File: src/verilog/pcfg_pkg.sv
// constants, layouts and types for the configuration header slice
// assumes a configuration access port already decoded to dword index and byte enables
package pcfg_pkg;

    // byte offsets, dword-aligned except 0x0e; the 16-bit registers share dword 0x0c
    localparam logic [7:0] PCFG_CLASS_OFS      = 8'h08;
    localparam logic [7:0] PCFG_TIMING_OFS     = 8'h0c;
    localparam logic [7:0] PCFG_HDR_OFS        = 8'h0e;

    localparam logic [7:0] PCFG_CATEGORY_VAL   = 8'h0c;
    localparam logic [7:0] PCFG_SUBCLASS_VAL   = 8'h00;
    localparam logic [7:0] PCFG_SWMODEL_VAL    = 8'h10;
    localparam logic [7:0] PCFG_SELFTEST_VAL   = 8'h00;
    localparam logic [7:0] PCFG_HDRTYPE_VAL    = 8'h00;
    localparam logic [15:0] PCFG_TIMING_RST    = 16'h0000;

    // field positions inside the dword at 0x0c
    localparam int PCFG_LINE_LSB    = 0;
    localparam int PCFG_LAT_LSB     = 8;
    localparam int PCFG_TEST_LSB    = 24;

    typedef struct packed {
        logic       valid;
        logic       write;
        logic [5:0] dword;
        logic [3:0] byte_en;
        logic [31:0] wdata;
    } pcfg_req_s;

    typedef enum logic [1:0] {
        PCFG_IDLE,
        PCFG_OWN,
        PCFG_EXPIRED
    } pcfg_tenure_e;

endpackage

File: src/verilog/pcfg_header.sv
// configuration header slice: classification, tenure limit, line length, header type
// assumes requests arrive synchronous to clock_i; initiator frame/grant are async pins
// Behaviour
// - the top classification byte always reads 0x0c, a serial bus controller.
// - the second classification byte always reads zero, naming the serial bus kind.
// - the programming-interface byte always reads 0x10.
// - the lowest classification byte is a fixed silicon step code.
// - an eight-bit read/write tenure limit sits in bits 15..8, counted in clocks.
// - as initiator the tenure counter restarts at zero on the frame start, then counts.
// - once the count reaches the limit unfinished, the transfer ends when grant drops.
// - an eight-bit read/write line length sits in bits 7..0 for line-based commands.
// - the self-test byte always reads zero.
// - the header-type byte always reads zero.
`timescale 1ns/1ps
`default_nettype none
module pcfg_header #(
    parameter logic [7:0] SILICON_STEP = 8'h27 // arbitrary value
) (
    input  wire logic               clock_i,
    input  wire logic               reset_i,
    input  wire pcfg_pkg::pcfg_req_s req_i,
    output logic [31:0]             rdata_o,
    output logic                    ack_o,
    input  wire logic               frame_start_i,
    input  wire logic               xfer_done_i,
    input  wire logic               grant_n_i,
    output logic                    tenure_stop_o,
    output logic [7:0]              line_length_setting_o
);

    logic [7:0] tenure_limit_ff;
    logic [7:0] line_length_setting_ff;
    logic [7:0] tenure_count_ff;
    logic [31:0] rdata_ff;
    logic       ack_ff;
    logic [1:0] frame_sync_ff;
    logic [1:0] done_sync_ff;
    logic [1:0] gnt_sync_ff;
    logic       frame_prev_ff;
    pcfg_pkg::pcfg_tenure_e state_ff;
    pcfg_pkg::pcfg_tenure_e nxt_state;

    function automatic logic hit(input logic [5:0] dw, input logic [7:0] ofs);
        hit = (dw == ofs[7:2]);
    endfunction

    wire hit_class  = hit(req_i.dword, pcfg_pkg::PCFG_CLASS_OFS);
    wire hit_timing = hit(req_i.dword, pcfg_pkg::PCFG_TIMING_OFS);
    wire wr_timing  = req_i.valid & req_i.write & hit_timing;
    wire frame_rise = frame_sync_ff[1] & ~frame_prev_ff;
    wire grant_lost = gnt_sync_ff[1];
    wire count_hit  = (tenure_count_ff >= tenure_limit_ff);
    // request qualifiers shared by the register logic and its checks
    wire       rd_req        = req_i.valid & ~req_i.write;
    wire       wr_class      = req_i.valid & req_i.write & hit_class;
    wire       wr_limit_en   = wr_timing & req_i.byte_en[pcfg_pkg::PCFG_LAT_LSB / 8];
    wire       wr_line_en    = wr_timing & req_i.byte_en[pcfg_pkg::PCFG_LINE_LSB / 8];
    wire [7:0] wr_limit_byte = req_i.wdata[pcfg_pkg::PCFG_LAT_LSB +: 8];
    wire [7:0] wr_line_byte  = req_i.wdata[pcfg_pkg::PCFG_LINE_LSB +: 8];
    wire       in_own        = (state_ff == pcfg_pkg::PCFG_OWN);
    wire       in_expired    = (state_ff == pcfg_pkg::PCFG_EXPIRED);

    wire [31:0] class_word = {pcfg_pkg::PCFG_CATEGORY_VAL, pcfg_pkg::PCFG_SUBCLASS_VAL,
                              pcfg_pkg::PCFG_SWMODEL_VAL, SILICON_STEP};
    wire [31:0] timing_word = {pcfg_pkg::PCFG_SELFTEST_VAL, pcfg_pkg::PCFG_HDRTYPE_VAL,
                               tenure_limit_ff, line_length_setting_ff};
    wire [31:0] read_word = hit_class ? class_word : (hit_timing ? timing_word : 32'h0000_0000);

    always_ff @(posedge clock_i or posedge reset_i) begin
        if (reset_i) begin
            tenure_limit_ff        <= pcfg_pkg::PCFG_TIMING_RST[15:8];
            line_length_setting_ff <= pcfg_pkg::PCFG_TIMING_RST[7:0];
        end else begin
            if (wr_limit_en) begin
                tenure_limit_ff <= wr_limit_byte;
            end
            if (wr_line_en) begin
                line_length_setting_ff <= wr_line_byte;
            end
        end
    end

    always_ff @(posedge clock_i or posedge reset_i) begin
        if (reset_i) begin
            rdata_ff <= 32'h0000_0000;
            ack_ff   <= 1'b0;
        end else begin
            ack_ff <= req_i.valid;
            if (req_i.valid && !req_i.write) begin
                rdata_ff <= read_word;
            end
        end
    end

    // frame, done and grant come from bus pins
    // grant_n resets high so no grant is assumed before the pin settles
    always_ff @(posedge clock_i or posedge reset_i) begin
        if (reset_i) begin
            frame_sync_ff <= 2'b00;
            done_sync_ff  <= 2'b00;
            gnt_sync_ff   <= 2'b11;
            frame_prev_ff <= 1'b0;
        end else begin
            frame_sync_ff <= {frame_sync_ff[0], frame_start_i};
            done_sync_ff  <= {done_sync_ff[0], xfer_done_i};
            gnt_sync_ff   <= {gnt_sync_ff[0], grant_n_i};
            frame_prev_ff <= frame_sync_ff[1];
        end
    end

    // a limit of zero expires on the first owned cycle
    always_comb begin
        nxt_state = state_ff;
        case (state_ff)
            pcfg_pkg::PCFG_IDLE: begin
                if (frame_rise) begin
                    nxt_state = pcfg_pkg::PCFG_OWN;
                end
            end
            pcfg_pkg::PCFG_OWN: begin
                if (done_sync_ff[1]) begin
                    nxt_state = pcfg_pkg::PCFG_IDLE;
                end else if (count_hit) begin
                    nxt_state = pcfg_pkg::PCFG_EXPIRED;
                end
            end
            pcfg_pkg::PCFG_EXPIRED: begin
                // end after grant removal
                // stop lasts one cycle; the initiator side must act on it at once
                if (done_sync_ff[1] || grant_lost) begin
                    nxt_state = pcfg_pkg::PCFG_IDLE;
                end
            end
            default: nxt_state = pcfg_pkg::PCFG_IDLE;
        endcase
    end

    always_ff @(posedge clock_i or posedge reset_i) begin
        if (reset_i) begin
            state_ff        <= pcfg_pkg::PCFG_IDLE;
            tenure_count_ff <= 8'h00;
        end else begin
            state_ff <= nxt_state;
            // the count parks at the limit, so it never wraps under a small limit
            // restart at frame start
            if (frame_rise) begin
                tenure_count_ff <= 8'h00;
            end else if (state_ff == pcfg_pkg::PCFG_OWN && !count_hit) begin
                tenure_count_ff <= tenure_count_ff + 8'h01;
            end
        end
    end

    assign rdata_o               = rdata_ff;
    assign ack_o                 = ack_ff;
    assign line_length_setting_o = line_length_setting_ff;
    // stop request while expired and grant gone
    assign tenure_stop_o = in_expired & grant_lost;

    class_read_a: assert property (@(posedge clock_i) disable iff (reset_i)
        rd_req && hit_class |=> rdata_o[31:8] == 24'h0c_0010)
        else $error("classification read wrong");

    subclass_zero_a: assert property (@(posedge clock_i) disable iff (reset_i)
        rd_req && hit_class |=> rdata_o[23:16] == 8'h00)
        else $error("subclass byte not zero");

    sw_model_a: assert property (@(posedge clock_i) disable iff (reset_i)
        rd_req && hit_class |=> rdata_o[15:8] == 8'h10)
        else $error("software model byte wrong");

    step_code_a: assert property (@(posedge clock_i) disable iff (reset_i)
        ack_o && $past(rd_req && hit_class) |-> rdata_o[7:0] == SILICON_STEP)
        else $error("silicon step code wrong");

    limit_write_a: assert property (@(posedge clock_i) disable iff (reset_i)
        wr_timing && req_i.byte_en[1] |=> tenure_limit_ff == $past(req_i.wdata[15:8]))
        else $error("tenure limit not stored");

    limit_hold_a: assert property (@(posedge clock_i) disable iff (reset_i)
        !wr_limit_en |=> tenure_limit_ff == $past(tenure_limit_ff))
        else $error("tenure limit changed without write");

    limit_read_a: assert property (@(posedge clock_i) disable iff (reset_i)
        rd_req && hit_timing |=> rdata_o[15:8] == $past(tenure_limit_ff))
        else $error("tenure limit read wrong");

    count_restart_a: assert property (@(posedge clock_i) disable iff (reset_i)
        frame_rise |=> tenure_count_ff == 8'h00)
        else $error("tenure count not restarted");

    count_step_a: assert property (@(posedge clock_i) disable iff (reset_i)
        in_own && !count_hit && !frame_rise
        |=> tenure_count_ff == $past(tenure_count_ff) + 8'h01)
        else $error("tenure count did not step");

    count_idle_a: assert property (@(posedge clock_i) disable iff (reset_i)
        state_ff == pcfg_pkg::PCFG_IDLE && !frame_rise
        |=> tenure_count_ff == $past(tenure_count_ff))
        else $error("tenure count moved while idle");

    count_park_a: assert property (@(posedge clock_i) disable iff (reset_i)
        in_expired && !frame_rise |=> tenure_count_ff == $past(tenure_count_ff))
        else $error("tenure count moved after expiry");

    stop_cause_a: assert property (@(posedge clock_i) disable iff (reset_i)
        tenure_stop_o |-> count_hit && grant_lost)
        else $error("tenure stop without cause");

    expire_entry_a: assert property (@(posedge clock_i) disable iff (reset_i)
        in_own && count_hit && !done_sync_ff[1] |=> in_expired)
        else $error("limit reached without expiry");

    limit_zero_a: assert property (@(posedge clock_i) disable iff (reset_i)
        in_own && tenure_limit_ff == 8'h00 && !done_sync_ff[1] |=> in_expired)
        else $error("zero limit did not expire");

    grant_stop_a: assert property (@(posedge clock_i) disable iff (reset_i)
        in_own && count_hit && grant_lost && !done_sync_ff[1] |=> tenure_stop_o || !grant_lost)
        else $error("no stop with grant removed");

    stop_release_a: assert property (@(posedge clock_i) disable iff (reset_i)
        tenure_stop_o |=> state_ff == pcfg_pkg::PCFG_IDLE)
        else $error("tenure not ended after stop");

    done_return_a: assert property (@(posedge clock_i) disable iff (reset_i)
        in_own && done_sync_ff[1] |=> state_ff == pcfg_pkg::PCFG_IDLE)
        else $error("tenure not ended on done");

    line_write_a: assert property (@(posedge clock_i) disable iff (reset_i)
        wr_timing && req_i.byte_en[0] |=> line_length_setting_o == $past(req_i.wdata[7:0]))
        else $error("line length not stored");

    line_hold_a: assert property (@(posedge clock_i) disable iff (reset_i)
        !wr_line_en |=> line_length_setting_o == $past(line_length_setting_o))
        else $error("line length changed without write");

    line_read_a: assert property (@(posedge clock_i) disable iff (reset_i)
        rd_req && hit_timing |=> rdata_o[7:0] == $past(line_length_setting_ff))
        else $error("line length read wrong");

    header_zero_a: assert property (@(posedge clock_i) disable iff (reset_i)
        rd_req && hit_timing |=> rdata_o[31:16] == 16'h0000)
        else $error("header or self-test not zero");

    self_test_zero_a: assert property (@(posedge clock_i) disable iff (reset_i)
        rd_req && hit_timing |=> rdata_o[pcfg_pkg::PCFG_TEST_LSB +: 8] == 8'h00)
        else $error("self-test byte not zero");

    header_type_zero_a: assert property (@(posedge clock_i) disable iff (reset_i)
        rd_req && hit_timing |=> rdata_o[23:16] == 8'h00)
        else $error("header type byte not zero");

    ro_write_a: assert property (@(posedge clock_i) disable iff (reset_i)
        wr_class ##[1:4] (rd_req && hit_class)
        |=> rdata_o == {8'h0c, 8'h00, 8'h10, SILICON_STEP})
        else $error("read-only field altered");

    class_write_keep_a: assert property (@(posedge clock_i) disable iff (reset_i)
        wr_class |=> tenure_limit_ff == $past(tenure_limit_ff)
        && line_length_setting_o == $past(line_length_setting_o))
        else $error("class write disturbed settings");

    write_rdata_keep_a: assert property (@(posedge clock_i) disable iff (reset_i)
        req_i.valid && req_i.write |=> rdata_o == $past(rdata_o))
        else $error("write changed read data");

    ack_follow_a: assert property (@(posedge clock_i) disable iff (reset_i)
        req_i.valid |=> ack_o)
        else $error("request not acknowledged");

    ack_origin_a: assert property (@(posedge clock_i) disable iff (reset_i)
        ack_o |-> $past(req_i.valid))
        else $error("acknowledge without request");

endmodule
`default_nettype wire

File: config.mk
export PLATFORM = sky130hd
export DESIGN_NAME = pcfg_header
export DESIGN_NICKNAME = d
export VERILOG_FILES = /design/src/verilog/pcfg_pkg.sv /design/src/verilog/pcfg_header.sv
export SDC_FILE = /design/constraint.sdc
export NUM_CORES = 1
export LEC_CHECK = 0
export BUFFER_PORTS_ARGS = -buffer_cell sky130_fd_sc_hd__clkbuf_2
export CAP_MARGIN = 30
export CORE_MARGIN = 2
export CORE_UTILIZATION = 48
export CTS_BUF_LIST = sky130_fd_sc_hd__clkbuf_16
export CTS_CLUSTER_DIAMETER = 50
export DETAILED_ROUTE_END_ITERATION = 10
export HOLD_SLACK_MARGIN = 0.15
export PLACE_DENSITY = 0.79
export SKIP_CTS_REPAIR_TIMING = 1
export SYNTH_ARGS = -nofsm -noshare
export SYNTH_HDL_FRONTEND = slang
export SYNTH_SLANG_ARGS = --single-unit
export TNS_END_PERCENT = 1
File: constraint.sdc
create_clock -name clock_i -period 3.25 [get_ports clock_i]
set_clock_uncertainty 0.15 [all_clocks]
set_input_delay 0.4875 -clock clock_i [delete_from_list [all_inputs] [get_ports clock_i]]
set_output_delay 0.4875 -clock clock_i [all_outputs]
set_load 0.05 [all_outputs]
==> results by group, run 1 <==
Placement
  – Placed Instances: between 300 and 400
  – Half-perimeter wire length after placement: approximately 3200 um
  – IO Port Bufs: between 50 and 60
  – Final weighted congestion of routability-driven global placement: 0.783

Logic synthesis
  – Unique masters post-synth: 37
  – Number of flops mapped to enable cells by yosys: 0
  – Post-synthesis register bit count: 51
  – Number of instances in the synthesized netlist: 197
  – Most frequently used cell type in the post-synthesis netlist: sky130_fd_sc_hd__dfrtp_1
  – Post-Synth Simple-Gate Area: 0.101
  – Post-synthesis adder-cell area fraction: 0.0488
  – Mean area per synthesized cell: ~12 um^2
  – Fraction of registers with async set/reset: 1.00
  – Biggest area consumer among synthesized cells: sky130_fd_sc_hd__dfrtp_1
  – XOR/XNOR Fraction of Synth Area: 0.00759
  – Most frequently used flop master after synthesis: sky130_fd_sc_hd__dfrtp_1
  – Warnings, synthesis: 0
  – Multiplexer fraction of the synthesized cell area: 0.0824
  – Summed instance area of the synthesized netlist: around 0.0023 mm^2
  – Top cells by instance count after synthesis: sky130_fd_sc_hd__dfrtp_1 (49), sky130_fd_sc_hd__mux2_2 (16), sky130_fd_sc_hd__buf_4 (15)
  – Leading cell types by total area after synthesis: sky130_fd_sc_hd__dfrtp_1 (53%), sky130_fd_sc_hd__mux2_2 (7.8%), sky130_fd_sc_hd__buf_4 (4.9%)
  – Main combinational cell family by area after synthesis: compound AO/OA/AOI/OAI gates
  – Post-synthesis compound-gate area fraction: 0.130
  – Share of Yosys cell area claimed by the top area cell type: 0.531
  – Sequential cell area fraction in the yosys report: 0.554

Global routing
  – Via count of the first global-routing pass: 1616
  – GR Overflow Total: 0
  – First-pass GRT wire length: 7290 um
  – Antenna violations before repair: 0
  – Largest net degree at the start of global routing: 44
  – Overall fraction of global-route tracks in use: 0.180

Clock network
  – CTS buffer count: 5
  – Sinks on the clock net: 51
  – Clock H-tree levels: 2
  – Clock transition at the registers of the reported paths: 0.07 ns
  – Source-to-sink clock delay at the later pin of the worst-skew pair: 0.29 ns
  – Clk buf depth: 2
  – Clock root buffer: sky130_fd_sc_hd__clkbuf_16
  – Clock tree from TritonCTS: built

Setup path
  – Maximum net fanout on the critical path: 8
  – WP data required: 3.31 ns
  – Critical setup path kind: reg2reg
  – Data arrival time of the critical path: 2.53 ns
  – Nature of the critical path endpoint: flop
  – Startpoint Class: flop

Timing
  – Setup TNS: 0 ns
  – Hold Fails Final Rpt: 0
  – Min Clock Period, post-route: around 2.5 ns
  – Period utilisation layout: 0.761
  – Setup repair after global routing missed its margin: false
  – Max Freq: about 0.4 GHz
  – Max_slew headroom: 0.662
  – Final setup violating endpoints: 0
  – Max Transition Viols Final: 0
  – Worst-Margin Slew: 0.504 ns

Floorplanning
  – Floorplan die area: between 0.005 and 0.006 mm^2
  – Starting utilization of the core area: 0.492
  – Horizontal die dimension: between 70 and 80 um
  – Die span in y: 73.3 um
  – Core Footprint: 0.00469 mm^2
  – Number of top-level design ports: 91
  – Std cell rows: 25

Routing
  – DRT Pass-1 Iters: 4
  – Via Count: 1650
  – Violation count after the first detailed-routing iteration: 50
  – Routed wirelength normalized by instance count: 13.8 um
  – DRC viols: 0
  – Total wirelength of the detailed-routed design: about 4400 um
  – Number of nets still failing antenna checks after routing: 0
  – Average via count per standard cell: between 5 and 6

Cells and area
  – Sequential cell area: ~0.0013 mm^2
  – Fill cells: 421
  – Multi-input logic area: 905 um^2
  – Post-route non-filler standard cell count: 318
  – Ratio of cells with drive above 1 in the final layout: 0.352
  – Post-layout nets: 321
  – Diode count: 0
  – Post-synthesis to final-layout area growth: 21.5%

Power and ir drop
  – Max VDD drop: 0.297 mV
  – Power per standard cell area: 486 mW/mm^2
  – Leakage dissipation: ~1.5 nW

Outcome
  – Status: finished, final reports clean

Flow run
  – Count of max-cap constraint violations: 0

Worst hold path
  – HP Class: in2reg
cells by family (layout without fill, tap and decap cells):
family,Yosys count,in the layout
other,1,14
AO/OA/AOI/OAI,40,40
XOR/XNOR,2,2
AND/OR/NAND/NOR,46,46
adder cells (fa/ha/maj),9,9
multiplexers,17,17
flip-flops,51,51
buffers and inverters,31,85
path summary, 6_finish.rpt:
| check | endpoint | depth (start not counted) | startpoint | slack [ns] |
|---|---|---|---|---|
| setup / recovery | tenure_count_ff[5] | 7 | tenure_count_ff[0] | 0.78 |
| hold / removal | ack_o | 1 | req_i[43] | 0.19 |
| setup reg to reg | tenure_count_ff[5] | 7 | tenure_count_ff[0] | 0.78 |
| hold reg to reg | frame_sync_ff[1] | 0 | frame_sync_ff[0] | 0.20 |
| max in group asynchronous | tenure_count_ff[4] | 4 | reset_i | 1.97 |
| min in group asynchronous | done_sync_ff[1] | 3 | reset_i | 0.50 |
cell type report:
type | instances | area share
Clock buffer | 5 | 0.0446
Clock inverter | 3 | 0.00625
Inverter | 12 | 0.0161
Multi-Input combinational cell | 128 | 0.323
Sequential cell | 51 | 0.456
Tap cell | 54 | 0.0241
Timing Repair Buffer | 65 | 0.130
critical path: stages, from the launching register on:
cell                       delay, ns
sky130_fd_sc_hd__dfrtp_1        0.40
sky130_fd_sc_hd__inv_1          0.07
sky130_fd_sc_hd__ha_1           0.26
sky130_fd_sc_hd__nand2b_4       0.13
sky130_fd_sc_hd__a2111o_1       0.46
sky130_fd_sc_hd__a21o_1         0.25
sky130_fd_sc_hd__or4_1          0.52
sky130_fd_sc_hd__a21oi_1        0.15
report_power, final:
part | internal [mW] | switching [mW]
Clock | 0.284 | 0.225
Sequential | 0.658 | 0.0170
Combinational | 0.0570 | 0.121
cell usage in the layout (no fill, tap or decap), drive strengths merged, types with 2 or more instances in the layout:
master,instances
clkbuf,63
dfrtp,49
mux2,16
nand2,14
conb,14
inv,13
nor2,11
a22o,11
ha,9
a21oi,7
o31ai,7
nor3,4
dlygate4sd3,4
nand2b,4
o21ai,3
nor4,3
buf,3
nand3,2
o211ai,2
nor2b,2
o31a,2
o21a,2
xnor2,2
dfstp,2
clkinv,2
stage by stage:
stage               power (mW)  setup slack (ns)  area [um^2]  utilization  hold WS, ns
CTS                       1.38             0.771         2760        0.589      -0.0624
detailed placement       0.862             0.798         2620        0.559        0.186
global placement         0.853             0.838         2600        0.554        0.183
finish                    1.36             0.778         2800        0.598        0.190
global route              1.42             0.641         2800        0.598        0.184
floorplan                0.827             0.920         2360            -        0.181
state kept, by name, summed over array words and instances, names as in the netlist:
| signal | flops |
|---|---|
| line_length_setting_o | 8 |
| rdata_o | 17 |
| ack_o | 1 |
| frame_prev_ff | 1 |
| gnt_sync_ff | 2 |
| tenure_limit_ff | 8 |
| tenure_count_ff | 8 |
| done_sync_ff | 2 |
| frame_sync_ff | 2 |
| state_ff | 2 |
layer usage:
metal / track usage / vias to the layer above / share of wire
met5: 0 / - / 0
met4: 0.0667 / 0 / 0.016
met3: 0.0439 / 5 / 0.047
met2: 0.312 / 47 / 0.50
met1: 0.216 / 794 / 0.43
li1: - / 804 / -
(Power assumes the default switching activity.)
==> run 2: changes to the inputs <==
Clock period 3.25 ns to 2.47 ns, I/O delays scaled along.
==> results by group, run 2 (same netlist as run 1, synthesis figures left out) <==
Floorplanning
  – Starting utilization of the core area: 0.492 (unchanged)
  – Number of top-level design ports: 91 (unchanged)
  – Horizontal die dimension: 73.3 um (unchanged)
  – Core Footprint: 0.00469 mm^2 (unchanged)
  – Die span in y: 73.3 um (unchanged)
  – Floorplan die area: 0.00538 mm^2 (unchanged)
  – Std cell rows: 25 (unchanged)

Setup path
  – Maximum net fanout on the critical path: 8 (unchanged)
  – Data arrival time of the critical path: 2.43 ns (-0.10 ns)
  – Critical-path cell with the highest stage delay: sky130_fd_sc_hd__or4_1
  – Startpoint Class: flop
  – Critical setup path kind: reg2reg
  – Crit path cell chain: ha_1 > nand2b_4 > a2111o_1 > a21o_4 > or4_1 > a21oi_1
  – Longest individual stage delay on the worst path: 0.51 ns (about the same)
  – WP data required: 2.53 ns (-0.78 ns)
  – Nature of the critical path endpoint: flop

Timing
  – Hold Fails Final Rpt: 0 (unchanged)
  – Final setup violating endpoints: 0 (unchanged)
  – Final worst setup slack: 0.106 ns (-0.672 ns)
  – Min Clock Period, post-route: 2.36 ns (-0.108 ns)
  – Period utilisation layout: 0.957 (+0.196)
  – Max Transition Viols Final: 0 (unchanged)
  – Max Freq: 0.423 GHz (+4.6%)
  – Setup TNS: 0 ns (unchanged)
  – Setup repair after global routing missed its margin: false

Cells and area
  – End-of-flow core utilization: 0.609 (+0.0109)
  – Diode count: 0 (unchanged)
  – Ratio of cells with drive above 1 in the final layout: 0.363 (+0.0107)
  – Max reg flops: 17 (unchanged)
  – Top library cells by usage in the layout, fill and taps aside: sky130_fd_sc_hd__clkbuf_2 (58), sky130_fd_sc_hd__dfrtp_1 (49), sky130_fd_sc_hd__mux2_2 (16)
  – Most common library cell in the layout ignoring fill and taps: sky130_fd_sc_hd__clkbuf_2
  – Multi-input logic area: 920 um^2 (+1.7%)
  – Fill cells: 380 (-9.7%)
  – Final design area excluding fillers: 0.00286 mm^2 (+1.8%)
  – Post-synthesis to final-layout area growth: 23.8%
  – Post-layout nets: 327 (+1.9%)
  – Sequential cell area: 0.00128 mm^2 (unchanged)

Routing
  – Total wirelength of the detailed-routed design: 4890 um (+11%)
  – Average via count per standard cell: 5.34 (+2.8%)
  – DRC viols: 0 (unchanged)
  – Violation count after the first detailed-routing iteration: 92 (+84%)
  – Routed wirelength normalized by instance count: 15.1 um (+9.2%)
  – Number of nets still failing antenna checks after routing: 0 (unchanged)
  – DRT Pass-1 Iters: 4 (unchanged)
  – Via Count: 1729 (+4.8%)

Worst hold path
  – HP Class: in2reg

Power and ir drop
  – Max VDD drop: 0.436 mV (+47%)
  – Power per standard cell area: 634 mW/mm^2 (+31%)
  – Internal power: 1.32 mW (+32%)
  – Clock share of power: 0.371 (-0.003)
  – Net switching share of the total power: 0.270 (+0.00362)
  – Part of the power in registers: 0.489 (-0.006)
  – Total power draw: 1.81 mW (+33%)
  – Share of power burned in combinational logic: 0.140 (+0.009)
  – Leakage dissipation: 1.48 nW (+1.7%)
  – Sw Pwr: 0.489 mW (+35%)

Placement
  – Worst setup timing slack at the placement stage: 0.0659 ns (-0.732 ns)
  – Half-perimeter wire length after placement: 3560 um (+11%)
  – Final weighted congestion of routability-driven global placement: 0.830 (+5.9%)
  – Area of placed instances: 0.00264 mm^2 (+0.67%)
  – IO Port Bufs: 58 (unchanged)

Clock network
  – Clock tree from TritonCTS: built
  – Sinks on the clock net: 51 (unchanged)
  – Clock root buffer: sky130_fd_sc_hd__clkbuf_16
  – Source-to-sink clock delay at the later pin of the worst-skew pair: 0.29 ns (about the same)
  – Clock H-tree levels: 2 (unchanged)
  – Clock transition at the registers of the reported paths: 0.07 ns (about the same)
  – CTS buffer count: 5 (unchanged)
  – Clk buf depth: 2 (unchanged)

Global routing
  – GR Overflow Total: 0 (unchanged)
  – Antenna violations before repair: 0 (unchanged)
  – Overall fraction of global-route tracks in use: 0.196 (+0.0166)
  – Largest net degree at the start of global routing: 25 (-43%)
  – Via count of the first global-routing pass: 1650 (+2.1%)
  – First-pass GRT wire length: 7900 um (+8.3%)

Outcome
  – Status: finished, final reports clean

Flow run
  – Count of max-cap constraint violations: 0 (unchanged)
-- run 2: cell types whose count changed in the layout (fill, tap and decap cells not counted) --
cell	before	now
sky130_fd_sc_hd__a21o_1	1	0
sky130_fd_sc_hd__a21o_4	0	1
sky130_fd_sc_hd__a41oi_1	1	0
sky130_fd_sc_hd__a41oi_2	0	1
sky130_fd_sc_hd__buf_12	1	0
sky130_fd_sc_hd__buf_4	2	7
sky130_fd_sc_hd__clkinv_2	1	0
sky130_fd_sc_hd__clkinv_4	0	1
sky130_fd_sc_hd__dlygate4sd3_1	4	6
sky130_fd_sc_hd__inv_1	11	12
sky130_fd_sc_hd__inv_6	1	0
-- run 2: worst max-delay path: cells and delay by family (launching register included) --
kind	cells	cell delay (ns)
simple gates	2	0.65
compound gates	3	0.79
flops	1	0.40
fa+ha+maj	1	0.30
-- run 2: worst paths after layout --
check / from / endpoint / slack (ns) / cells past startpoint
worst max register to register: tenure_limit_ff[0] / tenure_count_ff[5] / 0.11 / 6
min in group asynchronous: reset_i / done_sync_ff[0] / 0.36 / 3
worst min register to register: frame_sync_ff[0] / frame_sync_ff[1] / 0.20 / 0
max in group asynchronous: reset_i / line_length_setting_o[0] / 1.27 / 4
worst min-delay path: req_i[6] / line_length_setting_o[6] / 0.16 / 2
worst max-delay path: tenure_limit_ff[0] / tenure_count_ff[5] / 0.11 / 6
-- run 2: metal layers --
layer | vias to the layer above | GRT usage | part of all wire
li1 | 812 | - | -
met5 | - | 0 | 0
met4 | 0 | 0.0949 | 0.032
met1 | 829 | 0.247 | 0.41
met2 | 73 | 0.323 | 0.50
met3 | 15 | 0.0412 | 0.056
-- run 2: power by group through the flow --
stage               Sequential (mW)  Clock, mW  Combinational, mW
floorplan                     0.930          0              0.158
global placement              0.899          0              0.236
detailed placement            0.902          0              0.245
CTS                           0.886      0.679              0.247
global route                  0.889      0.715              0.278
finish                        0.886      0.671              0.253
-- run 2: metrics by stage --
stage	cells	hold slack [ns]
after global routing	324	0.161
after CTS	318	-0.194
after floorplan	210	0.181
after detailed placement	310	0.114
after global placement	310	0.110
final	324	0.157
-- run 2: cell type report --
| cell class | count | area share |
|---|---|---|
| flip-flops and latches | 51 | 0.448 |
| multi-input cells | 128 | 0.322 |
| repair buffers | 71 | 0.141 |
| clock buffers | 5 | 0.0438 |
| well taps | 54 | 0.0237 |
| inverters | 12 | 0.0158 |
| clock inverters | 3 | 0.00570 |
==> run 3: changes to the inputs <==
Settings changed: MAX_ROUTING_LAYER set to met4, TNS_END_PERCENT 1 to unset.
Clock period 2.47 ns to 2.2 ns, I/O delays scaled along.
==> results by group, run 3 (same netlist as run 1, synthesis figures left out) <==
Timing
  – Max Freq: 0.430 GHz (+1.7%)
  – Min Clock Period, post-route: 2.33 ns (-0.0384 ns)
  – Worst-Margin Slew: 0.535 ns
  – Setup TNS: -0.260 ns (-0.260 ns)
  – Max Transition Viols Final: 0 (unchanged)
  – Final worst setup slack: -0.126 ns (-0.232 ns)
  – Max_slew headroom: 0.643
  – Setup repair after global routing missed its margin: true
  – Period utilisation layout: 1.06 (+0.100)
  – Hold Fails Final Rpt: 0 (unchanged)
  – Final setup violating endpoints: 3 (+3)

Floorplanning
  – Horizontal die dimension: 73.3 um (unchanged)
  – Starting utilization of the core area: 0.492 (unchanged)
  – Core Footprint: 0.00469 mm^2 (unchanged)
  – Floorplan die area: 0.00538 mm^2 (unchanged)
  – Number of top-level design ports: 91 (unchanged)
  – Std cell rows: 25 (unchanged)
  – Die span in y: 73.3 um (unchanged)

Setup path
  – Nature of the critical path endpoint: flop
  – Critical setup path kind: reg2reg
  – WP data required: 2.26 ns (-0.27 ns)
  – Maximum net fanout on the critical path: 8 (unchanged)
  – Startpoint of the worst setup timing path: tenure_limit_ff[0]
  – Data arrival time of the critical path: 2.39 ns (-0.04 ns)
  – Startpoint Class: flop
  – Launching point of the worst reg2reg path: tenure_limit_ff[0]

Global routing
  – First-pass GRT wire length: 7400 um (-6.3%)
  – Antenna violations before repair: 0 (unchanged)
  – Overall fraction of global-route tracks in use: 0.187 (-0.00897)
  – Largest net degree at the start of global routing: 46 (+84%)
  – Via count of the first global-routing pass: 1650 (unchanged)
  – GR Overflow Total: 0 (unchanged)

Routing
  – Routed wirelength normalized by instance count: 14.3 um (-5.3%)
  – Via Count: 1846 (+6.8%)
  – Average via count per standard cell: 5.26 (-1.4%)
  – DRT Pass-1 Iters: 4 (unchanged)
  – Number of nets still failing antenna checks after routing: 0 (unchanged)
  – Violation count after the first detailed-routing iteration: 91 (-1.1%)
  – Total wirelength of the detailed-routed design: 5010 um (+2.6%)
  – DRC viols: 0 (unchanged)

Cells and area
  – Ratio of cells with drive above 1 in the final layout: 0.387 (+0.0242)
  – Top library cells by usage in the layout, fill and taps aside: sky130_fd_sc_hd__clkbuf_2 (58), sky130_fd_sc_hd__dfrtp_1 (49), sky130_fd_sc_hd__dlygate4sd3_1 (22)
  – Max reg flops: 17 (unchanged)
  – Sequential cell area: 0.00128 mm^2 (unchanged)
  – Post-layout nets: 354 (+8.3%)
  – Final design area excluding fillers: 0.00313 mm^2 (+9.8%)
  – Fill cells: 337 (-11%)
  – Multi-input logic area: 943 um^2 (+2.6%)
  – End-of-flow core utilization: 0.668 (+0.0595)
  – Post-route non-filler standard cell count: 351 (+8.3%)
  – Post-synthesis to final-layout area growth: 35.8%
  – Diode count: 0 (unchanged)
  – Most common library cell in the layout ignoring fill and taps: sky130_fd_sc_hd__clkbuf_2

Clock network
  – Clock H-tree levels: 2 (unchanged)
  – Clock root buffer: sky130_fd_sc_hd__clkbuf_16
  – Clock tree from TritonCTS: built
  – CTS buffer count: 5 (unchanged)
  – Source-to-sink clock delay at the later pin of the worst-skew pair: 0.29 ns (about the same)
  – Clk buf depth: 2 (unchanged)
  – Clock transition at the registers of the reported paths: 0.06 ns (about the same)
  – Sinks on the clock net: 51 (unchanged)

Flow run
  – Count of max-cap constraint violations: 0 (unchanged)

Power and ir drop
  – Power per standard cell area: 662 mW/mm^2 (+4.5%)
  – Max VDD drop: 0.435 mV (-0.30%)
  – Leakage dissipation: 1.61 nW (+8.8%)
  – Total power draw: 2.08 mW (+15%)

Outcome
  – Violated checks: setup timing
  – Status: finished, violations left

Placement
  – IO Port Bufs: 58 (unchanged)
  – Placed Instances: 320 (+3.2%)
  – Half-perimeter wire length after placement: 3340 um (-6.1%)
  – Area of placed instances: 0.00273 mm^2 (+3.3%)
  – Final weighted congestion of routability-driven global placement: 0.822 (-0.92%)

Worst hold path
  – Hold Crit Start: done_sync_ff[0]
  – HP Class: reg2reg
## run 3: worst paths after layout
path	end	slack [ns]	cells past startpoint
setup / recovery	tenure_count_ff[4]	-0.13	6
hold reg to reg	done_sync_ff[1]	0.20	0
min in group asynchronous	state_ff[0]	0.32	3
max in group asynchronous	tenure_count_ff[7]	1.11	4
setup reg to reg	tenure_count_ff[4]	-0.13	6
hold / removal	done_sync_ff[1]	0.20	0
## run 3: area by class of cell
class                           instances  share of cell area
Multi-Input combinational cell        128               0.301
Tap cell                               54              0.0216
Clock buffer                            5              0.0399
Timing Repair Buffer                   98               0.210
Inverter                               12              0.0144
Clock inverter                          3             0.00519
Sequential cell                        51               0.408
## run 3: critical path: stages (launching register included)
cell                       delay, ns
sky130_fd_sc_hd__dfrtp_1        0.40
sky130_fd_sc_hd__ha_1           0.30
sky130_fd_sc_hd__nand2b_4       0.14
sky130_fd_sc_hd__a2111o_1       0.40
sky130_fd_sc_hd__a21o_4         0.25
sky130_fd_sc_hd__or3_2          0.47
sky130_fd_sc_hd__a21oi_2        0.15
## run 3: routing by layer
metal  GRT usage  wire, um  vias to the layer above
met2       0.300      2630                       58
met3      0.0521       217                       11
li1            -         -                      864
met1       0.225      2060                      913
met4      0.0727       112                        0
met5           -         0                        -
## run 3: metrics by stage
| step | hold WS (ns) | worst slack (ns) |
|---|---|---|
| 6_report | 0.196 | -0.126 |
| 5_1_grt | 0.217 | -0.190 |
| 4_1_cts | -0.235 | -0.0919 |
| 3_5_place_dp | 0.0696 | -0.0827 |
| 3_3_place_gp | 0.0626 | -0.0174 |
| 2_1_floorplan | 0.181 | -0.0329 |
## run 3: power by group
part	switching, mW	internal, mW	leakage [nW]
registers	0.0209	0.972	0.687
clock network	0.326	0.416	0.0726
logic	0.204	0.137	0.847
